File: src/verilog/abx_pkg.sv
`default_nettype none
package abx_pkg;
    // Bus geometry
    localparam int ABX_AW = 8;
    localparam int ABX_DW = 32;
    // Register byte offsets
    localparam logic [7:0] ABX_OFF_INSTR = 8'h00;
    localparam logic [7:0] ABX_OFF_ACC = 8'h04;
    localparam logic [7:0] ABX_OFF_STATUS = 8'h08;
    localparam logic [7:0] ABX_OFF_PINS = 8'h0C;
    // Status field positions
    localparam int ABX_ST_CARRY = 0;
    localparam int ABX_ST_NIBBLE = 1;
    localparam int ABX_ST_ZERO = 2;
    localparam int ABX_ST_SKIP = 3;
    localparam int ABX_ST_BUSY = 4;
    // Reset values
    localparam logic [7:0] ABX_ACC_RST = 8'h00;
    localparam logic [13:0] ABX_INSTR_RST = 14'h0000;
    // Instruction word layout
    localparam int ABX_IW = 14;
    localparam int ABX_DEST_BIT = 7;
    localparam logic [1:0] ABX_CLS_BYTE = 2'h0;
    localparam logic [1:0] ABX_CLS_BIT = 2'h1;
    localparam logic [1:0] ABX_CLS_LIT = 2'h3;
    localparam logic [3:0] ABX_BYTE_ADD = 4'h7;
    localparam logic [3:0] ABX_BYTE_AND = 4'h5;
    localparam logic [1:0] ABX_BIT_LOW = 2'h0;
    localparam logic [1:0] ABX_BIT_HIGH = 2'h1;
    localparam logic [1:0] ABX_BIT_TST_LOW = 2'h2;
    localparam logic [1:0] ABX_BIT_TST_HIGH = 2'h3;
    localparam logic [2:0] ABX_LIT_ADD = 3'h7;
    localparam logic [3:0] ABX_LIT_AND = 4'h9;
    // AXI responses
    localparam logic [1:0] ABX_RESP_OKAY = 2'h0;
    localparam logic [1:0] ABX_RESP_SLVERR = 2'h2;

    typedef enum {
        ABX_NONE_OP,
        ABX_ADD_IMMEDIATE_OP,
        ABX_AND_IMMEDIATE_OP,
        ABX_ADD_REGISTER_OP,
        ABX_AND_REGISTER_OP,
        ABX_BIT_FORCE_LOW_OP,
        ABX_BIT_FORCE_HIGH_OP,
        ABX_TEST_SKIP_ON_LOW_OP,
        ABX_TEST_SKIP_ON_HIGH_OP
    } abx_op_t;

    typedef enum {ABX_EX_IDLE, ABX_EX_READ} abx_state_t;
endpackage : abx_pkg
`default_nettype wire

File: src/verilog/abx_sync2.sv
`timescale 1ns/100ps
`default_nettype none
module abx_sync2 #(
    parameter int W = 8
) (
    input wire logic aclk,
    input wire logic aresetn,
    input wire logic [W-1:0] async_i,
    output logic [W-1:0] sync_o
);
    logic [W-1:0] meta_q;
    logic [W-1:0] sync_q;

    always_ff @(posedge aclk) begin
        if (!aresetn) begin
            meta_q <= '0;
            sync_q <= '0;
        end else begin
            meta_q <= async_i;
            sync_q <= meta_q;
        end
    end

    assign sync_o = sync_q;
endmodule : abx_sync2
`default_nettype wire

File: src/verilog/abx_exec.sv
`timescale 1ns/100ps
`default_nettype none
// Notes on behaviour
// RULE1: Immediate add sums accumulator and literal into accumulator, updating carry, nibble, zero.
// RULE2: Register add sums accumulator and file register, updating carry, nibble, zero.
// RULE3: Destination bit 0 sends result to accumulator, 1 back to file register.
// RULE4: Immediate AND masks accumulator with literal; only zero flag changes.
// RULE5: Register AND masks accumulator with file register, routed by destination bit.
// RULE6: Bit force low clears one file register bit; flags untouched.
// RULE7: Bit force high sets one file register bit; flags untouched.
// RULE8: Test-skip-on-low discards next instruction when the bit is zero.
// RULE9: Test-skip-on-high discards next instruction when the bit is one.
// RULE10: Operand from the port register comes from sampled pin levels.
// RULE11: The discarded instruction's slot executes as a no-operation.
// RULE12: Zero on zero result; carry from bit 7, nibble carry from bit 3.
module abx_exec
    import abx_pkg::*;
#(
    parameter logic [6:0] PORT_ADDR = 7'h05
) (
    input wire logic aclk,
    input wire logic aresetn,
    input wire logic [ABX_AW-1:0] s_axi_awaddr,
    input wire logic [2:0] s_axi_awprot,
    input wire logic s_axi_awvalid,
    output logic s_axi_awready,
    input wire logic [ABX_DW-1:0] s_axi_wdata,
    input wire logic [3:0] s_axi_wstrb,
    input wire logic s_axi_wvalid,
    output logic s_axi_wready,
    output logic [1:0] s_axi_bresp,
    output logic s_axi_bvalid,
    input wire logic s_axi_bready,
    input wire logic [ABX_AW-1:0] s_axi_araddr,
    input wire logic [2:0] s_axi_arprot,
    input wire logic s_axi_arvalid,
    output logic s_axi_arready,
    output logic [ABX_DW-1:0] s_axi_rdata,
    output logic [1:0] s_axi_rresp,
    output logic s_axi_rvalid,
    input wire logic s_axi_rready,
    output logic [6:0] fr_addr,
    output logic [7:0] fr_wdata,
    output logic fr_we,
    input wire logic [7:0] fr_rdata,
    input wire logic [7:0] port_pins
);
    logic [7:0] pins_sync;
    abx_sync2 #(.W(8)) u_pin_sync (
        .aclk(aclk),
        .aresetn(aresetn),
        .async_i(port_pins),
        .sync_o(pins_sync)
    );

    // Bus state
    logic aw_hold_q, aw_hold_d, w_hold_q, w_hold_d;
    logic [ABX_AW-1:0] waddr_q, waddr_d;
    logic [ABX_DW-1:0] wdata_q, wdata_d;
    logic [3:0] wstrb_q, wstrb_d;
    logic awready_q, awready_d, wready_q, wready_d;
    logic bvalid_q, bvalid_d, arready_q, arready_d, rvalid_q, rvalid_d;
    logic [1:0] bresp_q, bresp_d, rresp_q, rresp_d;
    logic [ABX_DW-1:0] rdata_q, rdata_d;
    // Execution state
    abx_state_t st_q, st_d;
    abx_op_t op_q, op_d;
    logic [ABX_IW-1:0] instr_q, instr_d;
    logic [7:0] acc_q, acc_d;
    logic c_q, c_d, dc_q, dc_d, z_q, z_d, skip_q, skip_d;
    logic [6:0] fr_addr_q, fr_addr_d;
    logic [7:0] fr_wdata_q, fr_wdata_d;
    logic fr_we_q, fr_we_d;

    logic do_write, busy, wr_ok, launch, acc_wr, st_wr;

    function automatic abx_op_t decode(input logic [ABX_IW-1:0] iw);
        abx_op_t op;
        op = ABX_NONE_OP;
        case (iw[13:12])
            ABX_CLS_BYTE: begin
                if (iw[11:8] == ABX_BYTE_ADD) op = ABX_ADD_REGISTER_OP;
                else if (iw[11:8] == ABX_BYTE_AND) op = ABX_AND_REGISTER_OP;
            end
            ABX_CLS_BIT: begin
                case (iw[11:10])
                    ABX_BIT_LOW: op = ABX_BIT_FORCE_LOW_OP;
                    ABX_BIT_HIGH: op = ABX_BIT_FORCE_HIGH_OP;
                    ABX_BIT_TST_LOW: op = ABX_TEST_SKIP_ON_LOW_OP;
                    default: op = ABX_TEST_SKIP_ON_HIGH_OP;
                endcase
            end
            ABX_CLS_LIT: begin
                if (iw[11:9] == ABX_LIT_ADD) op = ABX_ADD_IMMEDIATE_OP;
                else if (iw[11:8] == ABX_LIT_AND) op = ABX_AND_IMMEDIATE_OP;
            end
            default: op = ABX_NONE_OP;
        endcase
        return op;
    endfunction : decode

    assign busy = (st_q != ABX_EX_IDLE);
    assign do_write = aw_hold_q && w_hold_q && !bvalid_q;
    // Writes are refused while an operand fetch is in flight
    assign wr_ok = !busy && (((waddr_q == ABX_OFF_INSTR) && (wstrb_q[1:0] == 2'b11))
        || (waddr_q == ABX_OFF_ACC) || (waddr_q == ABX_OFF_STATUS));
    assign launch = do_write && wr_ok && (waddr_q == ABX_OFF_INSTR);
    assign acc_wr = do_write && wr_ok && (waddr_q == ABX_OFF_ACC) && wstrb_q[0];
    assign st_wr = do_write && wr_ok && (waddr_q == ABX_OFF_STATUS) && wstrb_q[0];

    always_comb begin
        aw_hold_d = aw_hold_q;
        w_hold_d = w_hold_q;
        waddr_d = waddr_q;
        wdata_d = wdata_q;
        wstrb_d = wstrb_q;
        bvalid_d = bvalid_q;
        bresp_d = bresp_q;
        rvalid_d = rvalid_q;
        rresp_d = rresp_q;
        rdata_d = rdata_q;
        if (s_axi_awvalid && awready_q) begin
            aw_hold_d = 1'b1;
            waddr_d = s_axi_awaddr;
        end
        if (s_axi_wvalid && wready_q) begin
            w_hold_d = 1'b1;
            wdata_d = s_axi_wdata;
            wstrb_d = s_axi_wstrb;
        end
        if (bvalid_q && s_axi_bready) bvalid_d = 1'b0;
        if (do_write) begin
            aw_hold_d = 1'b0;
            w_hold_d = 1'b0;
            bvalid_d = 1'b1;
            bresp_d = wr_ok ? ABX_RESP_OKAY : ABX_RESP_SLVERR;
        end
        if (rvalid_q && s_axi_rready) rvalid_d = 1'b0;
        if (s_axi_arvalid && arready_q) begin
            rvalid_d = 1'b1;
            rresp_d = ABX_RESP_OKAY;
            case (s_axi_araddr)
                ABX_OFF_INSTR: rdata_d = {18'h0_0000, instr_q};
                ABX_OFF_ACC: rdata_d = {24'h00_0000, acc_q};
                ABX_OFF_STATUS: rdata_d = {27'h000_0000, busy, skip_q, z_q, dc_q, c_q};
                ABX_OFF_PINS: rdata_d = {24'h00_0000, pins_sync};
                default: begin
                    rdata_d = 32'h0000_0000;
                    rresp_d = ABX_RESP_SLVERR;
                end
            endcase
        end
        awready_d = !aw_hold_d && !bvalid_d;
        wready_d = !w_hold_d && !bvalid_d;
        arready_d = !rvalid_d;
    end

    always_ff @(posedge aclk) begin
        if (!aresetn) begin
            aw_hold_q <= 1'b0;
            w_hold_q <= 1'b0;
            waddr_q <= '0;
            wdata_q <= '0;
            wstrb_q <= '0;
            awready_q <= 1'b0;
            wready_q <= 1'b0;
            bvalid_q <= 1'b0;
            bresp_q <= ABX_RESP_OKAY;
            arready_q <= 1'b0;
            rvalid_q <= 1'b0;
            rresp_q <= ABX_RESP_OKAY;
            rdata_q <= '0;
        end else begin
            aw_hold_q <= aw_hold_d;
            w_hold_q <= w_hold_d;
            waddr_q <= waddr_d;
            wdata_q <= wdata_d;
            wstrb_q <= wstrb_d;
            awready_q <= awready_d;
            wready_q <= wready_d;
            bvalid_q <= bvalid_d;
            bresp_q <= bresp_d;
            arready_q <= arready_d;
            rvalid_q <= rvalid_d;
            rresp_q <= rresp_d;
            rdata_q <= rdata_d;
        end
    end

    // Execution datapath
    always_comb begin
        logic [7:0] opnd;
        logic [7:0] res;
        logic [7:0] lit;
        logic [8:0] sum9;
        logic [4:0] nib5;
        logic bitv;
        st_d = st_q;
        op_d = op_q;
        instr_d = instr_q;
        acc_d = acc_q;
        c_d = c_q;
        dc_d = dc_q;
        z_d = z_q;
        skip_d = skip_q;
        fr_addr_d = fr_addr_q;
        fr_wdata_d = fr_wdata_q;
        fr_we_d = 1'b0;
        // Port register reads the pins, not the latch
        opnd = (fr_addr_q == PORT_ADDR) ? pins_sync : fr_rdata; // RULE10
        lit = wdata_q[7:0];
        res = 8'h00;
        sum9 = 9'h000;
        nib5 = 5'h00;
        bitv = opnd[instr_q[9:7]];
        case (st_q)
            ABX_EX_IDLE: begin
                if (acc_wr) acc_d = wdata_q[7:0];
                if (st_wr) begin
                    c_d = wdata_q[ABX_ST_CARRY];
                    dc_d = wdata_q[ABX_ST_NIBBLE];
                    z_d = wdata_q[ABX_ST_ZERO];
                end
                if (launch) begin
                    instr_d = wdata_q[ABX_IW-1:0];
                    if (skip_q) begin
                        skip_d = 1'b0; // RULE11
                    end else begin
                        op_d = decode(wdata_q[ABX_IW-1:0]);
                        fr_addr_d = wdata_q[6:0];
                        case (op_d)
                            ABX_ADD_IMMEDIATE_OP: begin
                                sum9 = {1'b0, acc_q} + {1'b0, lit}; // RULE1
                                nib5 = {1'b0, acc_q[3:0]} + {1'b0, lit[3:0]};
                                acc_d = sum9[7:0];
                                c_d = sum9[8]; // RULE12
                                dc_d = nib5[4];
                                z_d = (sum9[7:0] == 8'h00);
                            end
                            ABX_AND_IMMEDIATE_OP: begin
                                acc_d = acc_q & lit; // RULE4
                                z_d = ((acc_q & lit) == 8'h00);
                            end
                            ABX_NONE_OP: st_d = ABX_EX_IDLE;
                            default: st_d = ABX_EX_READ;
                        endcase
                    end
                end
            end
            ABX_EX_READ: begin
                st_d = ABX_EX_IDLE;
                case (op_q)
                    ABX_ADD_REGISTER_OP: begin
                        sum9 = {1'b0, acc_q} + {1'b0, opnd}; // RULE2
                        nib5 = {1'b0, acc_q[3:0]} + {1'b0, opnd[3:0]};
                        res = sum9[7:0];
                        c_d = sum9[8]; // RULE12
                        dc_d = nib5[4];
                        z_d = (res == 8'h00);
                    end
                    ABX_AND_REGISTER_OP: begin
                        res = acc_q & opnd; // RULE5
                        z_d = (res == 8'h00);
                    end
                    ABX_BIT_FORCE_LOW_OP: begin
                        res = opnd;
                        res[instr_q[9:7]] = 1'b0; // RULE6
                    end
                    ABX_BIT_FORCE_HIGH_OP: begin
                        res = opnd;
                        res[instr_q[9:7]] = 1'b1; // RULE7
                    end
                    ABX_TEST_SKIP_ON_LOW_OP: skip_d = !bitv; // RULE8
                    ABX_TEST_SKIP_ON_HIGH_OP: skip_d = bitv; // RULE9
                    default: res = opnd;
                endcase
                fr_wdata_d = res;
                if (op_q == ABX_ADD_REGISTER_OP || op_q == ABX_AND_REGISTER_OP) begin
                    if (instr_q[ABX_DEST_BIT]) fr_we_d = 1'b1; // RULE3
                    else acc_d = res; // RULE3
                end else if (op_q == ABX_BIT_FORCE_LOW_OP || op_q == ABX_BIT_FORCE_HIGH_OP) begin
                    fr_we_d = 1'b1;
                end
            end
            default: st_d = ABX_EX_IDLE;
        endcase
    end

    always_ff @(posedge aclk) begin
        if (!aresetn) begin
            st_q <= ABX_EX_IDLE;
            op_q <= ABX_NONE_OP;
            instr_q <= ABX_INSTR_RST;
            acc_q <= ABX_ACC_RST;
            c_q <= 1'b0;
            dc_q <= 1'b0;
            z_q <= 1'b0;
            skip_q <= 1'b0;
            fr_addr_q <= '0;
            fr_wdata_q <= '0;
            fr_we_q <= 1'b0;
        end else begin
            st_q <= st_d;
            op_q <= op_d;
            instr_q <= instr_d;
            acc_q <= acc_d;
            c_q <= c_d;
            dc_q <= dc_d;
            z_q <= z_d;
            skip_q <= skip_d;
            fr_addr_q <= fr_addr_d;
            fr_wdata_q <= fr_wdata_d;
            fr_we_q <= fr_we_d;
        end
    end

    assign s_axi_awready = awready_q;
    assign s_axi_wready = wready_q;
    assign s_axi_bvalid = bvalid_q;
    assign s_axi_bresp = bresp_q;
    assign s_axi_arready = arready_q;
    assign s_axi_rvalid = rvalid_q;
    assign s_axi_rresp = rresp_q;
    assign s_axi_rdata = rdata_q;
    assign fr_addr = fr_addr_q;
    assign fr_wdata = fr_wdata_q;
    assign fr_we = fr_we_q;
endmodule : abx_exec
`default_nettype wire

File: config.mk
export PLATFORM = sky130hd
export DESIGN_NAME = abx_exec
export DESIGN_NICKNAME = d
export VERILOG_FILES = /design/src/verilog/abx_pkg.sv /design/src/verilog/abx_sync2.sv /design/src/verilog/abx_exec.sv
export SDC_FILE = /design/constraint.sdc
export NUM_CORES = 1
export LEC_CHECK = 0
export BUFFER_PORTS_ARGS = -buffer_cell sky130_fd_sc_hd__buf_2
export CAP_MARGIN = 10
export CELL_PAD_IN_SITES_DETAIL_PLACEMENT = 1
export CELL_PAD_IN_SITES_GLOBAL_PLACEMENT = 2
export CORE_MARGIN = 4
export CORE_UTILIZATION = 32
export DETAILED_ROUTE_END_ITERATION = 7
export GPL_ROUTABILITY_DRIVEN = 0
export HOLD_SLACK_MARGIN = 0.06
export PLACE_DENSITY = 0.77
export RECOVER_POWER = 50
export SLEW_MARGIN = 15
export SYNTH_ARGS = -nofsm -noshare
export SYNTH_HDL_FRONTEND = slang
export SYNTH_SLANG_ARGS = --single-unit
export TNS_END_PERCENT = 10
File: constraint.sdc
create_clock -name aclk -period 3.4 [get_ports aclk]
set_clock_uncertainty 0.1 [all_clocks]
set_input_delay 0 -clock aclk [delete_from_list [all_inputs] [get_ports aclk]]
set_output_delay 0 -clock aclk [all_outputs]
set_load 0.1 [all_outputs]
Word-level counts from Yosys, hierarchy flattened
Index checks and enable logic that the tools add are counted.
- add/sub/neg operators: 4
- $lt $le $gt $ge: 2
- equality and inequality tests: 34
- muxes and demuxes: 58
- bitwise operators: 7
- reductions and logical operators: 53
- operators with widths (kind ; number):
    32-bit by 3-bit equality test with 1-bit output (second input constant) ; 5
    32-bit by 4-bit equality test with 1-bit output (second input constant) ; 4
    32-bit 2-to-1 mux ; 3
    32-bit one-hot mux with 3 select lines ; 1
    32-bit by 1-bit equality test with 1-bit output (second input constant) ; 2
    32-bit by 2-bit equality test with 1-bit output (second input constant) ; 2
    32-bit logical NOT ; 2
    32-bit one-hot mux with 2 select lines ; 1
    14-bit one-hot mux with 4 select lines ; 1
    8-bit logical NOT ; 6
    8-bit 2-to-1 mux ; 6
    8-bit one-hot mux with 5 select lines ; 1
    8-bit one-hot mux with 2 select lines ; 2
    32-bit nonzero test ; 1
    1-bit 2-to-1 mux ; 27
    8-bit bitwise AND ; 3
    8-bit by 4-bit equality test with 1-bit output (second input constant) ; 3
    8-bit by 8-bit adder with 9-bit output ; 2
    1-bit logical AND ; 18
    8-bit by 3-bit equality test with 1-bit output (second input constant) ; 2
    1-bit one-hot mux with 2 select lines ; 7
    4-bit one-hot mux with 3 select lines ; 1
    3-bit AND reduction ; 4
    4-bit by 4-bit adder with 5-bit output ; 2
    other kinds (25) ; 52
- bits in registers: 189
- output and inout port bits: 57
- word-level logic and storage cells: 184

Longest topological paths before layout
Gate-level depths: netlist of the first run.
- depth in word-level cells: 14
- depth in mapped cells: 14

By module
From an unflattened synthesis of the first run, not the netlist that was laid out.
- cell total of the unflattened synthesis: 728
- area total of the unflattened synthesis: 6119.6 um^2
- modules (own cells, without submodules) (module ; times used ; cells an instance ; area an instance (um^2) ; seq. area each (um^2)):
    abx_exec ; 1 ; 695 ; 5672.9 ; 1881.8
    abx_sync2 ; 1 ; 33 ; 446.7 ; 320.3

Worst setup path before layout of the first run
No wires, ideal clock.
- kind: register to register
- from: register fr_addr_q[3] (netlist: fr_addr[3])
- to: register z_q
- library setup time: 79 ps
- data arrival time: 3534 ps
- required time: 3221 ps
- setup slack: -313 ps
- stages on the path, launching flop included: 15
- buffers on the path: 1
- clock period less this slack: 3713 ps
- cell sequence: dfxtp_1 nor4_1 nand4b_1 buf_2 mux2_2 ha_1 inv_1 fa_1 nor2b_1 o31a_1 o21ai_0 nand2b_1 xor2_1 or4_1 a22oi_1
- word-level cells in the longest chain between the ends: 6
- RTL lines (item ; line ; RTL):
    start, declared ; abx_exec.sv:71 ; logic [6:0] fr_addr_q, fr_addr_d;
    start signal, assigned ; abx_exec.sv:311 ; fr_addr_q <= fr_addr_d;
    7-bit by 3-bit equality test with 1-bit output * ; abx_exec.sv:210 ; opnd = (fr_addr_q == PORT_ADDR) ? pins_sync : fr_rdata;
    8-bit 2-to-1 mux * ; abx_exec.sv:210 ;
    8-bit by 8-bit adder with 9-bit output / 8-bit bitwise AND (equally long branches) ; abx_exec.sv:254, abx_exec.sv:262 ;
    8-bit logical NOT (on tied branches) ; abx_exec.sv:259, abx_exec.sv:263 ;
    1-bit one-hot mux with 2 select lines * ; abx_exec.sv:252 ; case (op_q)
    1-bit one-hot mux with 2 select lines * ; abx_exec.sv:216 ; case (st_q)
    end signal, assigned ; abx_exec.sv:309 ; z_q <= z_d;
    end, declared ; abx_exec.sv:70 ; logic c_q, c_d, dc_q, dc_d, z_q, z_d, skip_q, skip_d;
Mark *: on every way between the ends. The rest lies on a longest branch, timed or not.
A chain may end at the register's enable or synchronous reset.

Final worst setup path of the first run
- from: register fr_addr_q[6] (netlist: fr_addr[6])
- to: register z_q
The elaborated chain is that of the path after synthesis.

==> results.cfg, run 1 <==
[status]
status = complete, but fails checks
violations = setup timing

[power_and_ir_drop]
p_leak_nw = 3.075
ir_drop_mv = 0.2352
swShare_pct = 30.70
pwr-share-seq_pct = 47.3
power_frac_clock_pct = 38.9
p_per_area_nw_per_um2 = 364.0
p_comb_share_pct = 13.9
p_sw_uw = 877.2
intPower_mw = 1.980

[placement]
hpwl_mm = 15.64
port_buffers = 91
dp_cells = 1051
pre_cts_ws_ps = -100.7
place_area_um2 = 6837

[yosys]
seq_area_frac_synth_pct = 36.05
syn_area_per_cell_um2 = 8.255
synth-seq-cells = 110
yosys-top-cells-count = nand2_1, dfxtp_1, a21oi_1
yosys.area.top_type = dfxtp_1
synth_cell_types = 72
yosys-top-cells-area = dfxtp_1, nand2_1, a21oi_1
postSynthCellCount = 740
yosys_warnings = 0
yosys.cell_count.top_type = nand2_1
synth_top_area_share_pct = 36.05
synth-async-reset-ratio_pct = 0
synth_edf_count = 0
synth_area_um2 = 6108
ys.flop_type = dfxtp_1

[clock_tree]
cts_htree_levels = 3
numCtsBuffers = 9
clockRootBuffer = clkbuf_16
cts_max_path_buffers = 2
cts_tree = built
cts.sinks = 110
clkTransAtPathRegs_ps = 80
clk_latency_ps = 370

[layout]
multiInputGateArea_um2 = 3725
layout-drive-gt1-share_pct = 17.43
syn_to_final_growth_pct = 28.51
diodes = 0
stdcell_area_um2 = 7850
instances_no_fill = 1129
fin_nets = 993
num-fill-cells = 2259
seqCellArea_um2 = 2213

[route]
wl_per_cell_um = 19.15
drt-initial-drc-count = 307
viasPerCell = 5.407
drtAntennaViolNets = 0
dr.pass1.iters = 5
drc = 0
vias = 6104
drt_wl_total_mm = 21.62

[timing]
final_hold_viol_count = 0
fmax_mhz = 290.4
min_period_over_period_pct = 101.3
fin_hold_ws_ps = 62.01
tightest_slew_ps = 1203
maxSlewViolCount = 0
slew-limit-headroom_pct = 20.18
grt_setup_unrepaired = true
period_minus_slack_ps = 3443
fin_tns_setup_ps = -43.31
fin_ws_ps = -43.31
setup_viol = 1

[min_path]
min_to = s_axi_awready$_SDFF_PN0_
min_from = s_axi_awvalid
hold_path_class = in2reg
hold_depth = 3

[die]
rows = 50
die_x_um = 146.2
fp.dieH_um = 146.2
placeableCoreArea_um2 = 18770
die_area_um2 = 21360
initial_utilization_pct = 32.55
io_pins = 138

[critical_path]
reg2reg_to = z_q$_SDFFE_PN0P_
required_ps = 3590
reg2reg_slack_ps = -40
cp_max_fo = 8
critPathCaptureType = flop
r2r_start = fr_addr[6]$_SDFFE_PN0P_
cp-start-kind = flop
arrival_ps = 3630
critPathKind = reg2reg
r2r_cells = 14

[global_route]
grt.overflow.total = 0
grt_pass1_vias = 6387
grt_start_max_net_pins = 69
grt_pass1_wl_mm = 34.41
grt.total_usage_pct = 19.99
antenna_found_initial = 0

[run]
cap_violations = 0
## power by group through the flow
| stage | Sequential [mW] | Clock, mW | Combinational, mW |
|---|---|---|---|
| 2_1_floorplan | 1.41 | 0 | 0.237 |
| 3_3_place_gp | 1.38 | 0 | 0.331 |
| 3_5_place_dp | 1.38 | 0 | 0.339 |
| 4_1_cts | 1.35 | 1.13 | 0.390 |
| 5_1_grt | 1.36 | 1.19 | 0.426 |
| 6_report | 1.35 | 1.11 | 0.397 |
## registers in the layout, summed over array words and instances (netlist names), 4 cells and up
register           cells
acc_q                  8
fr_addr                7
fr_wdata               8
instr_q               14
op_q                   4
s_axi_rdata           14
u_pin_sync.meta_q      8
u_pin_sync.sync_o      8
waddr_q                8
wdata_q               14
## layer usage
layer | global-route usage (%) | up-vias | wire (µm)
li1 | - | 2891 | -
met3 | 3.507 | 37 | 811
met5 | 0 | - | 0
met2 | 35.91 | 147 | 11070
met4 | 5.597 | 0 | 444
met1 | 24.54 | 3029 | 9293
## kinds of logic (layout without fill, tap and decap cells)
logic type	after synthesis	after routing	synth area share, %
simple gates	280	280	22.80
compound gates	191	191	19.46
flops	110	110	36.05
buf+inv	80	216	6.309
mux	44	44	8.849
fa+ha+maj	22	22	4.752
xor+xnor	12	12	1.721
other cells	1	20	0.06139
## area by class of cell
type,instances,share of cell area (%)
multi-input cells,569,47.45
flip-flops and latches,110,28.20
repair buffers,182,15.81
well taps,234,3.730
clock buffers,9,2.869
clock inverters,7,1.084
inverters,18,0.8607
## cell usage in the layout (no fill, tap or decap), types with 6 or more instances in the layout
cell           instances
clkbuf_16              9
nand2_1              132
o21bai_1               6
buf_4                 32
mux4_2                 7
ha_1                  16
conb_1                20
clkbuf_1              37
a32oi_1                6
nor3_1                11
dfxtp_1              103
inv_1                 17
mux2_2                 9
a22oi_1               12
o21ai_0               25
a21oi_1               83
nor3b_1                6
nand2b_1               7
buf_2                 54
and2_1                 8
mux2i_1               25
o21a_1                 6
dfxtp_2                6
and2_0                10
dlygate4sd3_1         58
nand3_1               10
nor2_1                48
a211oi_1               9
## worst max path at each step
stage	start	depth (start not counted)	end	slack, ps
floorplan	fr_addr[3]$_SDFFE_PN0P_	14	z_q$_SDFFE_PN0P_	40
global placement	fr_addr[3]$_SDFFE_PN0P_	12	z_q$_SDFFE_PN0P_	20
detailed placement	fr_addr[3]$_SDFFE_PN0P_	12	z_q$_SDFFE_PN0P_	-100
CTS	fr_addr[3]$_SDFFE_PN0P_	12	z_q$_SDFFE_PN0P_	0.3
global route	fr_addr[6]$_SDFFE_PN0P_	14	z_q$_SDFFE_PN0P_	-110
finish	fr_addr[6]$_SDFFE_PN0P_	14	z_q$_SDFFE_PN0P_	-40
## worst max-delay path, stage by stage (launching register included)
cell and delay, ps:
dfxtp_2 340, nor4_4 270, nand4b_1 160, buf_6 180
mux2_4 320, ha_4 180, inv_2 60, fa_2 220
nor2b_2 60, o31a_1 280, o21ai_1 160, nand2b_1 130
xor2_2 180, or4_1 520, a22oi_1 190
## metrics by stage
step | utilization [%] | power (mW)
floorplan | - | 1.643
global placement | 36.43 | 1.711
detailed placement | 36.43 | 1.721
CTS | 41.29 | 2.873
global route | 41.83 | 2.969
finish | 41.83 | 2.858
## repair_timing
item / in CTS / in global routing
hold endpoints to repair: 49 / 0
pin swaps: 2 / 8
endpoints found under the setup margin: 5 / 13
setup buffers: 0 / 4
hold buffers: 58 / 0
gates resized for setup: 5 / 19
Power figures use the tool's default switching activity.
==> inputs of run 2 (changes only) <==
PLACE_DENSITY = 0.82   (was 0.77)
==> run 2 against run 1 <==
Effect of this change: the run now ends clean; routed wire length shrank 0.99%; sequential cell count unchanged; sequential power about the same; non-clock buffer count increased by 10; power shrank 1.6%; critical path depth decreased by 3.
==> results.cfg, run 2 (synthesis gave the netlist of run 1 again) <==
[timing]
maxSlewViolCount = 0
period_minus_slack_ps = 3374
fmax_mhz = 296.4
grt_setup_unrepaired = true
min_period_over_period_pct = 99.23
final_hold_viol_count = 0
fin_ws_ps = 26.14
tightest_slew_ps = 1217
slew-limit-headroom_pct = 19.20
setup_viol = 0
fin_tns_setup_ps = 0

[route]
vias = 6060
wl_per_cell_um = 18.78
drt_wl_total_mm = 21.40
drc = 0
drt-initial-drc-count = 327
viasPerCell = 5.316
drtAntennaViolNets = 0
dr.pass1.iters = 5

[die]
die_area_um2 = 21360
rows = 50
fp.dieH_um = 146.2
placeableCoreArea_um2 = 18770
initial_utilization_pct = 32.55
io_pins = 138
die_x_um = 146.2

[clock_tree]
clkTransAtPathRegs_ps = 80
clockRootBuffer = clkbuf_16
cts_tree = built
numCtsBuffers = 9
cts_max_path_buffers = 2
clk_latency_ps = 360
cts_htree_levels = 3
cts.sinks = 110

[layout]
layout_common_cells = nand2_1, dfxtp_1, a21oi_1
syn_to_final_growth_pct = 28.55
instances_no_fill = 1140
fin_nets = 1003
layout_commonest_cell = nand2_1
layout-drive-gt1-share_pct = 20.22
num-fill-cells = 2291

[power_and_ir_drop]
ir_drop_mv = 0.2336
p_comb_share_pct = 14.1
fin_total_pwr_mw = 2.812
p_sw_uw = 830.1
p_leak_nw = 3.152
pwr-share-seq_pct = 48.0
power_frac_clock_pct = 37.9
intPower_mw = 1.982
swShare_pct = 29.52
p_per_area_nw_per_um2 = 358.1

[status]
status = finished clean

[placement]
pre_cts_ws_ps = -16.61
hpwl_mm = 15.13
port_buffers = 91
dp_cells = 1068

[min_path]
min_from = aresetn
hold_path_class = in2reg
hold_depth = 3

[global_route]
grt_start_max_net_pins = 42
grt.overflow.total = 0
grt_pass1_wl_mm = 33.57
grt.total_usage_pct = 19.55
antenna_found_initial = 0
grt_pass1_vias = 6083

[critical_path]
r2r_start = fr_addr[3]$_SDFFE_PN0P_
required_ps = 3590
critPathLaunch = fr_addr[3]$_SDFFE_PN0P_
r2r_cells = 11
cp-start-kind = flop
arrival_ps = 3560
critPathCaptureType = flop
critPathKind = reg2reg
cp_max_fo = 4

[run]
cap_violations = 0
## run 2: timing repair
item | CTS | global route
endpoints found under the hold margin | 41 | 0
pin swaps | 0 | 6
setup endpoints to repair | 2 | 14
cloned | 0 | 1
hold buffers | 49 | 0
buffers inserted | 0 | 5
gates resized for setup | 2 | 21
## run 2: critical path, stage by stage (launching register included)
cell and delay (ps):
dfxtp_2 340, nor4_4 280, nand4b_1 180, buf_4 190, buf_2 150, mux2_2 310
ha_1 220, or4_1 570, o22ai_2 140, xnor2_1 100, or4_1 530, a22oi_1 190
## run 2: layout make-up
cell class,instances,area (µm²),area share (%)
antenna,1,2.502,0.03187
timing repair buffer,192,1305,16.62
clock inverter,5,46.29,0.5895
multi-input combinational,569,3685,46.92
tap,234,292.8,3.728
clock buffer,11,242.7,3.091
sequential,110,2211,28.15
inverter,18,67.56,0.8604
## run 2: worst paths after layout
kind	slack [ps]	endpoint
setup / recovery	30	z_q$_SDFFE_PN0P_
hold / removal	80	acc_q[1]$_SDFFE_PN0P_
setup reg to reg	30	z_q$_SDFFE_PN0P_
hold reg to reg	340	u_pin_sync.sync_o[0]$_SDFF_PN0_
## run 2: metal layers
metal	routed length [µm]	share of wire, %	vias up	track usage, %
li1	-	-	2904	-
met2	10430	49	154	33.18
met3	1005	4.7	33	2.886
met4	555	2.6	0	6.867
met1	9409	44	2969	25.38
met5	0	0	-	0
## run 2: power by group through the flow
stage	clock network (mW)	logic [mW]	registers [mW]
floorplan	0	0.237	1.41
CTS	1.08	0.391	1.35
detailed placement	0	0.348	1.38
global placement	0	0.345	1.38
global route	1.14	0.425	1.35
finish	1.07	0.396	1.35
## run 2: metrics by stage
stage	hold slack [ps]	instance area (µm²)	utilization (%)
after floorplan	27.29	6188	-
after global placement	109.8	6964	37.11
after detailed placement	111.3	6964	37.11
after CTS	67.80	7754	41.31
after global routing	121.1	7850	41.83
final	79.54	7853	41.84
